`src/hdl/erpg_pkg.sv`:
```
// Purpose: Shared constants and types of the event report packet generator
// Assumes: 16-bit packet words, 20 MHz core clock
// Notes: Packet is sixteen words, checksum last
package erpg_pkg;
	localparam int CLK_PERIOD_NS = 50;
	localparam int SCAN_STEP_US = 50;
	localparam int SCAN_STEP_CYC = (SCAN_STEP_US * 1000) / CLK_PERIOD_NS;
	localparam logic [10:0] APID = 11'h500;
	localparam logic [15:0] SID = 16'h0520;
	localparam logic [4:0] HDR_FLAGS = 5'h01;
	localparam logic [1:0] SEQ_FLAGS = 2'h3;
	localparam logic [15:0] PKT_LEN = 16'h0019;
	localparam logic [7:0] DFH_FLAGS = 8'h10;
	localparam logic [7:0] SVC_TYPE = 8'h05;
	localparam logic [7:0] SVC_SUBTYPE = 8'h02;
	localparam logic [7:0] DFH_SPARE = 8'h00;
	localparam int PKT_WORDS = 16;
	localparam logic [3:0] LAST_IDX = 4'hF;
	localparam logic [15:0] EV_RCU_FAULT = 16'hC000;
	localparam logic [15:0] EV_PU_FAULT = 16'hC010;
	localparam logic [15:0] EV_OBS_FAULT = 16'hC100;
	localparam logic [15:0] EV_OBS_FIXED = 16'hC110;
	localparam logic [8:0] TC_MAX_OCTETS = 9'h100;
	localparam logic [8:0] TC_CNT_SAT = 9'h101;
	localparam logic [7:0] OP_SAFE = 8'h5A;
	localparam logic [7:0] OP_RESUME = 8'h5B;
	localparam int OP_HAZ_BIT = 7;
	localparam logic [4:0] RT_ADDR_PRIME = 5'h01;
	localparam logic [4:0] RT_ADDR_REDUN = 5'h02;
	localparam logic [1:0] CAP_AT = 2'h2;
	typedef enum logic [0:0] {ERPG_IDLE = 1'b0, ERPG_SEND = 1'b1} erpg_tx_e;
endpackage

```
`src/hdl/erpg_ev_if.sv`:
```
// Purpose: Event request carrier between arbiter and serializer
// Assumes: One request pulse while busy is low
// Notes: Fields hold steady from the request cycle until the next request
interface erpg_ev_if;
	logic req;
	logic busy;
	logic [15:0] ev_id;
	logic [31:0] obs_id;
	logic [31:0] bb_id;
	logic [47:0] ev_time;
	modport src (output req, ev_id, obs_id, bb_id, ev_time, input busy);
	modport snk (input req, ev_id, obs_id, bb_id, ev_time, output busy);
endinterface

```
`src/hdl/erpg_ser.sv`:
```
// Purpose: Serializes one event report packet into 16-bit words
// Assumes: Downstream accepts a word on tx_valid and tx_ready
// Notes: Checksum is the 16-bit sum of the fifteen words before it
module erpg_ser (
	input wire logic core_clk,
	input wire logic rst,
	erpg_ev_if.snk ev,
	input wire logic tx_ready,
	output logic [15:0] tx_data,
	output logic tx_valid,
	output logic tx_last
);
	erpg_pkg::erpg_tx_e state_r;
	logic [3:0] idx_r;
	logic [15:0] csum_r;
	logic [13:0] src_cnt_r;
	logic [15:0] ev_seq_r;
	logic [15:0] id_r;
	logic [31:0] obs_r;
	logic [31:0] bb_r;
	logic [47:0] time_r;
	logic [15:0] tx_data_r;
	logic tx_valid_r;
	logic tx_last_r;
	logic [15:0] words [erpg_pkg::PKT_WORDS];
	wire logic start = (state_r == erpg_pkg::ERPG_IDLE) && ev.req;
	wire logic step = (state_r == erpg_pkg::ERPG_SEND) && tx_ready;
	wire logic done = step && tx_last_r;

	// Primary header, then type 5 subtype 2 data field header
	assign words[0] = {erpg_pkg::HDR_FLAGS, erpg_pkg::APID};
	assign words[1] = {erpg_pkg::SEQ_FLAGS, src_cnt_r};
	assign words[2] = erpg_pkg::PKT_LEN;
	assign words[3] = {erpg_pkg::DFH_FLAGS, erpg_pkg::SVC_TYPE};
	assign words[4] = {erpg_pkg::SVC_SUBTYPE, erpg_pkg::DFH_SPARE};
	assign words[5] = time_r[47:32];
	assign words[6] = time_r[31:16];
	assign words[7] = time_r[15:0];
	assign words[8] = id_r;
	assign words[9] = erpg_pkg::SID;
	assign words[10] = obs_r[31:16];
	assign words[11] = obs_r[15:0];
	assign words[12] = bb_r[31:16];
	assign words[13] = bb_r[15:0];
	// No second parameter area follows the block id
	assign words[14] = ev_seq_r;
	assign words[15] = csum_r;

	assign ev.busy = (state_r != erpg_pkg::ERPG_IDLE);
	assign tx_data = tx_data_r;
	assign tx_valid = tx_valid_r;
	assign tx_last = tx_last_r;

	always_ff @(posedge core_clk) begin
		if (rst) begin
			state_r <= erpg_pkg::ERPG_IDLE;
			idx_r <= 4'h0;
			csum_r <= 16'h0000;
			src_cnt_r <= 14'h0000;
			ev_seq_r <= 16'h0000;
			id_r <= 16'h0000;
			obs_r <= 32'h0000_0000;
			bb_r <= 32'h0000_0000;
			time_r <= 48'h0000_0000_0000;
			tx_data_r <= 16'h0000;
			tx_valid_r <= 1'b0;
			tx_last_r <= 1'b0;
		end else begin
			case (state_r)
				erpg_pkg::ERPG_IDLE: begin
					if (start) begin
						id_r <= ev.ev_id;
						obs_r <= ev.obs_id;
						bb_r <= ev.bb_id;
						time_r <= ev.ev_time;
						tx_data_r <= words[0];
						csum_r <= words[0];
						idx_r <= 4'h1;
						tx_valid_r <= 1'b1;
						state_r <= erpg_pkg::ERPG_SEND;
					end
				end
				erpg_pkg::ERPG_SEND: begin
					if (done) begin
						tx_valid_r <= 1'b0;
						tx_last_r <= 1'b0;
						src_cnt_r <= src_cnt_r + 14'h0001;
						ev_seq_r <= ev_seq_r + 16'h0001;
						state_r <= erpg_pkg::ERPG_IDLE;
					end else if (step) begin
						tx_data_r <= words[idx_r];
						csum_r <= csum_r + words[idx_r];
						tx_last_r <= (idx_r == erpg_pkg::LAST_IDX);
						idx_r <= idx_r + 4'h1;
					end
				end
				default: state_r <= erpg_pkg::ERPG_IDLE;
			endcase
		end
	end

	// Handshake count inside the current packet
	logic [4:0] hs_cnt_r;
	always_ff @(posedge core_clk) begin
		if (rst || start) begin
			hs_cnt_r <= 5'h00;
		end else if (step) begin
			hs_cnt_r <= hs_cnt_r + 5'h01;
		end
	end
endmodule // erpg_ser

```
`src/hdl/erpg_top.sv`:
```
// Purpose: Event report packets, telecommand screening, safe mode, ROM check
// Assumes: Fault, upset and strap pins are asynchronous; the rest is core_clk logic
// Notes: ROM data follows rom_addr with a step period of settling time
// Operation
// - Events sent as type 5/2, fixed APID, SID
// - First parameters: observation id, then block id
// - Second parameter area left out
// - Readout unit fault sends event C000
// - Processing unit fault sends event C010
// - Observation problem sends event C100
// - Observation fix sends event C110
// - Telecommands over 256 octets are refused
// - One command alone enters safe mode
// - Prime and redundant units use distinct addresses
// - Hazardous commands are refused in safe mode
// - Background ROM checksum, inhibitable upset safing
module erpg_top #(
	parameter int ROM_AW = 10,
	parameter logic [15:0] ROM_SUM_REF = 16'h0000
) (
	input wire logic core_clk,
	input wire logic rst,
	input wire logic rcu_fault_pin,
	input wire logic pu_fault_pin,
	input wire logic seu_pin,
	input wire logic redundant_strap,
	input wire logic obs_anomaly,
	input wire logic obs_corrected,
	input wire logic seu_safing_inhibit,
	input wire logic [31:0] obs_id,
	input wire logic [31:0] bb_id,
	input wire logic [47:0] obs_time,
	input wire logic tc_valid,
	input wire logic tc_first,
	input wire logic tc_last,
	input wire logic [7:0] tc_data,
	input wire logic [15:0] rom_data,
	input wire logic tx_ready,
	output logic [15:0] tx_data,
	output logic tx_valid,
	output logic tx_last,
	output logic tc_accept,
	output logic tc_reject,
	output logic safe_mode,
	output logic [4:0] rt_addr,
	output logic [ROM_AW-1:0] rom_addr,
	output logic rom_err
);
	localparam logic [ROM_AW-1:0] ROM_LAST = '1;
	localparam logic [15:0] STEP_LAST = 16'(erpg_pkg::SCAN_STEP_CYC - 1);

	// Pin synchronisers: strap, upset, unit fault, readout fault
	logic [3:0] meta_r;
	logic [3:0] sync_r;
	logic [2:0] sync_d_r;
	always_ff @(posedge core_clk) begin
		if (rst) begin
			meta_r <= 4'h0;
			sync_r <= 4'h0;
			sync_d_r <= 3'h0;
		end else begin
			meta_r <= {redundant_strap, seu_pin, pu_fault_pin, rcu_fault_pin};
			sync_r <= meta_r;
			sync_d_r <= sync_r[2:0];
		end
	end
	wire logic [2:0] pin_rise = sync_r[2:0] & ~sync_d_r;

	// Background ROM checksum, one word per step
	logic [15:0] step_r;
	logic [15:0] sum_r;
	logic [ROM_AW-1:0] rom_addr_r;
	logic rom_err_r;
	wire logic tick = (step_r == STEP_LAST);
	wire logic [15:0] sum_fin = sum_r + rom_data;
	wire logic rom_wrap = tick && (rom_addr_r == ROM_LAST);
	wire logic mem_fail = rom_wrap && (sum_fin != ROM_SUM_REF);
	always_ff @(posedge core_clk) begin
		if (rst) begin
			step_r <= 16'h0000;
			sum_r <= 16'h0000;
			rom_addr_r <= '0;
			rom_err_r <= 1'b0;
		end else begin
			step_r <= tick ? 16'h0000 : step_r + 16'h0001;
			if (tick) begin
				rom_addr_r <= rom_addr_r + 1'b1;
				sum_r <= rom_wrap ? 16'h0000 : sum_fin;
			end
			rom_err_r <= rom_err_r | mem_fail;
		end
	end

	// Event pending flags, lowest index has priority
	erpg_ev_if evi ();
	logic [3:0] pend_r;
	logic req_r;
	logic [15:0] ev_id_r;
	logic [31:0] ev_obs_r;
	logic [31:0] ev_bb_r;
	logic [47:0] ev_time_r;
	wire logic [3:0] cause = {obs_corrected, obs_anomaly, pin_rise[1] | mem_fail, pin_rise[0]};
	wire logic can_issue = !evi.busy && !req_r && (pend_r != 4'h0);
	wire logic [3:0] gnt = pend_r & (~pend_r + 4'h1);
	wire logic [15:0] gnt_id = gnt[0] ? erpg_pkg::EV_RCU_FAULT :
		gnt[1] ? erpg_pkg::EV_PU_FAULT :
		gnt[2] ? erpg_pkg::EV_OBS_FAULT :
		erpg_pkg::EV_OBS_FIXED;
	// New cause wins over the clear by a grant
	wire logic [3:0] pend_nxt = cause | (pend_r & ~(can_issue ? gnt : 4'h0));
	always_ff @(posedge core_clk) begin
		if (rst) begin
			pend_r <= 4'h0;
			req_r <= 1'b0;
			ev_id_r <= 16'h0000;
			ev_obs_r <= 32'h0000_0000;
			ev_bb_r <= 32'h0000_0000;
			ev_time_r <= 48'h0000_0000_0000;
		end else begin
			pend_r <= pend_nxt;
			req_r <= can_issue;
			if (can_issue) begin
				ev_id_r <= gnt_id;
				ev_obs_r <= obs_id;
				ev_bb_r <= bb_id;
				ev_time_r <= obs_time;
			end
		end
	end
	assign evi.req = req_r;
	assign evi.ev_id = ev_id_r;
	assign evi.obs_id = ev_obs_r;
	assign evi.bb_id = ev_bb_r;
	assign evi.ev_time = ev_time_r;

	erpg_ser u_ser (
		.core_clk(core_clk),
		.rst(rst),
		.ev(evi),
		.tx_ready(tx_ready),
		.tx_data(tx_data),
		.tx_valid(tx_valid),
		.tx_last(tx_last)
	);

	// Telecommand length and hazard screening
	logic [8:0] tc_cnt_r;
	logic [7:0] op_r;
	logic over_r;
	logic tc_accept_r;
	logic tc_reject_r;
	logic safe_r;
	wire logic [7:0] tc_op = tc_first ? tc_data : op_r;
	wire logic [8:0] tc_cnt_nxt = tc_first ? 9'h001 :
		(tc_cnt_r == erpg_pkg::TC_CNT_SAT) ? tc_cnt_r : tc_cnt_r + 9'h001;
	wire logic tc_over = (tc_cnt_nxt > erpg_pkg::TC_MAX_OCTETS) || (over_r && !tc_first);
	wire logic tc_done = tc_valid && tc_last;
	wire logic tc_hazard = tc_op[erpg_pkg::OP_HAZ_BIT] && safe_r;
	wire logic tc_bad = tc_over || tc_hazard;
	wire logic cmd_safe = tc_done && !tc_bad && (tc_op == erpg_pkg::OP_SAFE);
	wire logic cmd_resume = tc_done && !tc_bad && (tc_op == erpg_pkg::OP_RESUME);
	wire logic seu_safe = pin_rise[2] && !seu_safing_inhibit;
	always_ff @(posedge core_clk) begin
		if (rst) begin
			tc_cnt_r <= 9'h000;
			op_r <= 8'h00;
			over_r <= 1'b0;
			tc_accept_r <= 1'b0;
			tc_reject_r <= 1'b0;
			safe_r <= 1'b0;
		end else begin
			if (tc_valid) begin
				tc_cnt_r <= tc_cnt_nxt;
				op_r <= tc_op;
				over_r <= tc_over;
			end
			tc_accept_r <= tc_done && !tc_bad;
			tc_reject_r <= tc_done && tc_bad;
			safe_r <= cmd_safe || seu_safe || (safe_r && !cmd_resume);
		end
	end

	// Bus address caught from the strap once synchronised
	logic [1:0] cap_cnt_r;
	logic [4:0] rt_addr_r;
	always_ff @(posedge core_clk) begin
		if (rst) begin
			cap_cnt_r <= 2'h0;
			rt_addr_r <= erpg_pkg::RT_ADDR_PRIME;
		end else begin
			if (cap_cnt_r != 2'h3) begin
				cap_cnt_r <= cap_cnt_r + 2'h1;
			end
			if (cap_cnt_r == erpg_pkg::CAP_AT) begin
				rt_addr_r <= sync_r[3] ? erpg_pkg::RT_ADDR_REDUN : erpg_pkg::RT_ADDR_PRIME;
			end
		end
	end

	assign tc_accept = tc_accept_r;
	assign tc_reject = tc_reject_r;
	assign safe_mode = safe_r;
	assign rt_addr = rt_addr_r;
	assign rom_addr = rom_addr_r;
	assign rom_err = rom_err_r;
endmodule // erpg_top

```
`config.mk`:
```
export PLATFORM = sky130hd
export DESIGN_NAME = erpg_top
export DESIGN_NICKNAME = d
export VERILOG_FILES = /design/src/hdl/erpg_pkg.sv /design/src/hdl/erpg_ev_if.sv /design/src/hdl/erpg_ser.sv /design/src/hdl/erpg_top.sv
export SDC_FILE = /design/constraint.sdc
export NUM_CORES = 1
export LEC_CHECK = 0
export BUFFER_PORTS_ARGS = -buffer_cell sky130_fd_sc_hd__buf_2
export CORE_UTILIZATION = 40
export DETAILED_ROUTE_END_ITERATION = 10
export PLACE_DENSITY = 0.59
export SLEW_MARGIN = 20
export SYNTH_ARGS = -nofsm -noshare
export SYNTH_HDL_FRONTEND = slang
export SYNTH_SLANG_ARGS = --single-unit
export TNS_END_PERCENT = 1
```
`constraint.sdc`:
```
create_clock -name core_clk -period 5.85 [get_ports core_clk]
set_clock_uncertainty 0.1 [all_clocks]
set_input_delay 0 -clock core_clk [delete_from_list [all_inputs] [get_ports core_clk]]
set_output_delay 0 -clock core_clk [all_outputs]
set_load 0.02 [all_outputs]
```
==> impl_metrics.env <==
export IMPL_status="completed"
export IMPL_postSynth_asyncResetShare=0
export IMPL_die_y_um=208
export IMPL_synthTopCellsByArea="dfxtp_1 45%, nand2_1 12%, a21oi_1 9.7%"
export IMPL_worstPathRequired_ps=6200
export IMPL_die_area_um2=43200
export IMPL_min_period_ps=4590
export IMPL_maxCapViolCount=0
export IMPL_gp_congestion=0.901
export IMPL_path_cells="buf_4, nor2b_1, a22o_1, a221oi_1, a21oi_1, fa_1, a211oi_1, o21ai_0, a31oi_1, o21ai_0, o211ai_1, and4b_1, or3_1"
export IMPL_grt_setup_unrepaired="no"
export IMPL_powerDensity_nw_per_um2=302
export IMPL_ys_ff_latch=383
export IMPL_drtIter0Drc=986
export IMPL_syn_cell_area_um2=16900
export IMPL_routed_wl_um=49400
export IMPL_clock_latency_ps=580
export IMPL_layout_drive_gt1_share=0.134
export IMPL_grt_max_degree=185
export IMPL_p_seq_frac=0.442
export IMPL_endpoint_kind="register"
export IMPL_fin_nets=2559
export IMPL_wl_per_cell_um=16.8
export IMPL_max_freq_mhz=218
export IMPL_antenna_found_initial=3
export IMPL_hold_ws_ps=96.6
export IMPL_cts_sinks=383
export IMPL_cts_root_buf="clkbuf_16"
export IMPL_synthCells=2089
export IMPL_area_growth_pct=26.6
export IMPL_peakVddDrop_mv=0.336
export IMPL_cts_hold_buf=186
export IMPL_fin_util=0.512
export IMPL_yosysTopAreaCell="dfxtp_1"
export IMPL_cts_buffers=42
export IMPL_syn_area_per_cell_um2=8.11
export IMPL_finalSetupViolCount=0
export IMPL_crit_family="compound AO/OA/AOI/OAI gates"
export IMPL_slew_viol_final=0
export IMPL_place_area_um2=18100
export IMPL_hold_viol=0
export IMPL_p_sw_frac=0.259
export IMPL_tns_ps=0
export IMPL_vias_per_cell=5.27
export IMPL_start_util=0.405
export IMPL_fp_dieW_um=208
export IMPL_vias=15492
export IMPL_postRouteAntennaNets=0
export IMPL_h_tree_depth=2
export IMPL_rows=75
export IMPL_power_switching_w=0.00168
export IMPL_cts_resized_gates=0
export IMPL_synthTopCellsByCount="546 x nand2_1, 383 x dfxtp_1, 328 x a21oi_1, 114 x nor2_1, 112 x clkbuf_1"
export IMPL_grt_pass1_wl_um=79300
export IMPL_cp_common_cell="o21ai_0"
export IMPL_cp_buffers_inverters=1
export IMPL_ys_types=74
export IMPL_numPortBuffers=182
export IMPL_max_slew_margin=0.338
export IMPL_synth_edff_count=0
export IMPL_worstPathMaxFanout=36
export IMPL_dr_pass1_iters=6
export IMPL_crit_type="register to register"
export IMPL_cts_tree="done"
export IMPL_yosysWarnings=0
export IMPL_cts_max_path_buffers=3
export IMPL_place_hpwl_um=33400
export IMPL_critPathArrivalTime_ps=4950
export IMPL_grt_pass1_vias=15037
export IMPL_finalCritPeriodShare=0.785
export IMPL_final_area_um2=21400
export IMPL_synthMostInstantiatedCell="nand2_1"
export IMPL_share_comb_of_total_power=0.121
export IMPL_core_um2=41900
export IMPL_clkTransAtPathRegs_ps=60
export IMPL_nFillCells=4042
export IMPL_internal_power_w=0.00480
export IMPL_hold_class="primary input to register"
export IMPL_cp_start_kind="register"
export IMPL_crit_slowest_cell="dfxtp_2"
export IMPL_grt_ovfl_total=0
export IMPL_slowest_delay_ps=930
export IMPL_cts_setup_buffers=0
export IMPL_netlist_area_leader_share=0.453
export IMPL_io_pins=186
export IMPL_multiInputGateArea_um2=8640
export IMPL_drcViolationCount=0
export IMPL_ys_seq_area_frac=0.453
export IMPL_synth_flop_cell="dfxtp_1"
export IMPL_grt_total_usage=0.227
export IMPL_clock_power_share=0.437
export IMPL_regArea_um2=7670
export IMPL_worst_pin_slew_ps=993
export IMPL_p_leak_nw=8.25
==> tightest hold or removal path, cell delays in order <==
cell    delay (ps)
buf_2           80
ha_1           230
or3b_1         160
and3_1         170
a21o_1          80
==> flip-flops by register name, summed over array words and instances, names as in the netlist, 2 cells and up <==
register and cells:
cap_cnt_r 2, meta_r 4, pend_r 4, ev_time_r 48, rom_addr 10, u_ser.idx_r 4
u_ser.id_r 3, rt_addr 2, u_ser.csum_r 16, u_ser.time_r 48, sum_r 16, u_ser.ev_seq_r 16
u_ser.src_cnt_r 14, sync_d_r 3, u_ser.tx_data 16, u_ser.obs_r 32, op_r 8, sync_r 4
tc_cnt_r 9, ev_id_r 3, step_r 16, ev_bb_r 32, u_ser.bb_r 32, ev_obs_r 32
==> metal layers <==
layer | wire [µm] | track usage
met1 | 22500 | 0.295
met2 | 23100 | 0.381
met3 | 2490 | 0.0427
met4 | 1240 | 0.0659
met5 | 10 | 0
==> layout by cell type, fill, tap and decap left out, types with 17 or more instances in the layout <==
cell type / synthesis / routed
nand2_1: 546 / 546
dfxtp_1: 383 / 381
a21oi_1: 328 / 328
dlygate4sd3_1: 0 / 186
buf_2: 24 / 181
nor2_1: 114 / 113
nand3_1: 58 / 58
o21ai_0: 48 / 48
xor2_1: 43 / 43
clkbuf_16: 0 / 43
ha_1: 40 / 40
nor3_1: 36 / 35
xnor2_1: 24 / 24
a22o_1: 22 / 22
inv_1: 19 / 19
nor2b_1: 20 / 19
mux4_2: 18 / 18
a22oi_1: 17 / 17
==> power by group through the flow <==
| stage | logic (W) | registers, W | clock network [W] |
|---|---|---|---|
| after global placement | 0.000666 | 0.00292 | 0 |
| after detailed placement | 0.000678 | 0.00292 | 0 |
| after CTS | 0.000784 | 0.00286 | 0.00290 |
| final | 0.000782 | 0.00286 | 0.00283 |
| after floorplan | 0.000503 | 0.00287 | 0 |
| after global routing | 0.000877 | 0.00288 | 0.00301 |
==> per-stage QoR <==
step	power, W	setup slack [ps]	cells
floorplan	0.00337	2180	2091
CTS	0.00654	1270	2936
finish	0.00648	1260	2939
global route	0.00676	873	2939
detailed placement	0.00360	1280	2676
global placement	0.00358	1420	2676
==> kinds of logic after synthesis <==
kind of cell / Yosys count / share of synthesized area
simple gates: 867 / 0.221
compound gates: 516 / 0.178
flops: 383 / 0.453
buf+inv: 168 / 0.0405
xor+xnor: 67 / 0.0346
mux: 45 / 0.0408
fa+ha+maj: 42 / 0.0319
other cells: 1 / 0.000221
==> path summary, 6_finish.rpt <==
kind	startpoint	end	slack [ps]	cells past startpoint
worst min register to register	meta_r[3]$_SDFF_PP0_	sync_r[3]$_SDFF_PP0_	340	1
worst max-delay path	u_ser.idx_r[0]$_SDFFE_PP0P_	u_ser.csum_r[14]$_SDFFE_PP0P_	1260	13
worst max register to register	u_ser.idx_r[0]$_SDFFE_PP0P_	u_ser.csum_r[14]$_SDFFE_PP0P_	1260	13
worst min-delay path	rom_data[4]	sum_r[4]$_SDFFE_PP0P_	100	5
==> final cells by class <==
type / instances / share of cell area
Tap cell: 539 / 0.0314
Antenna cell: 2 / 0.000233
Clock buffer: 55 / 0.0546
Multi-Input combinational cell: 1540 / 0.403
Inverter: 19 / 0.00333
Clock inverter: 19 / 0.0142
Sequential cell: 383 / 0.358
Timing Repair Buffer: 382 / 0.136
Power figures use the tool's default switching activity.
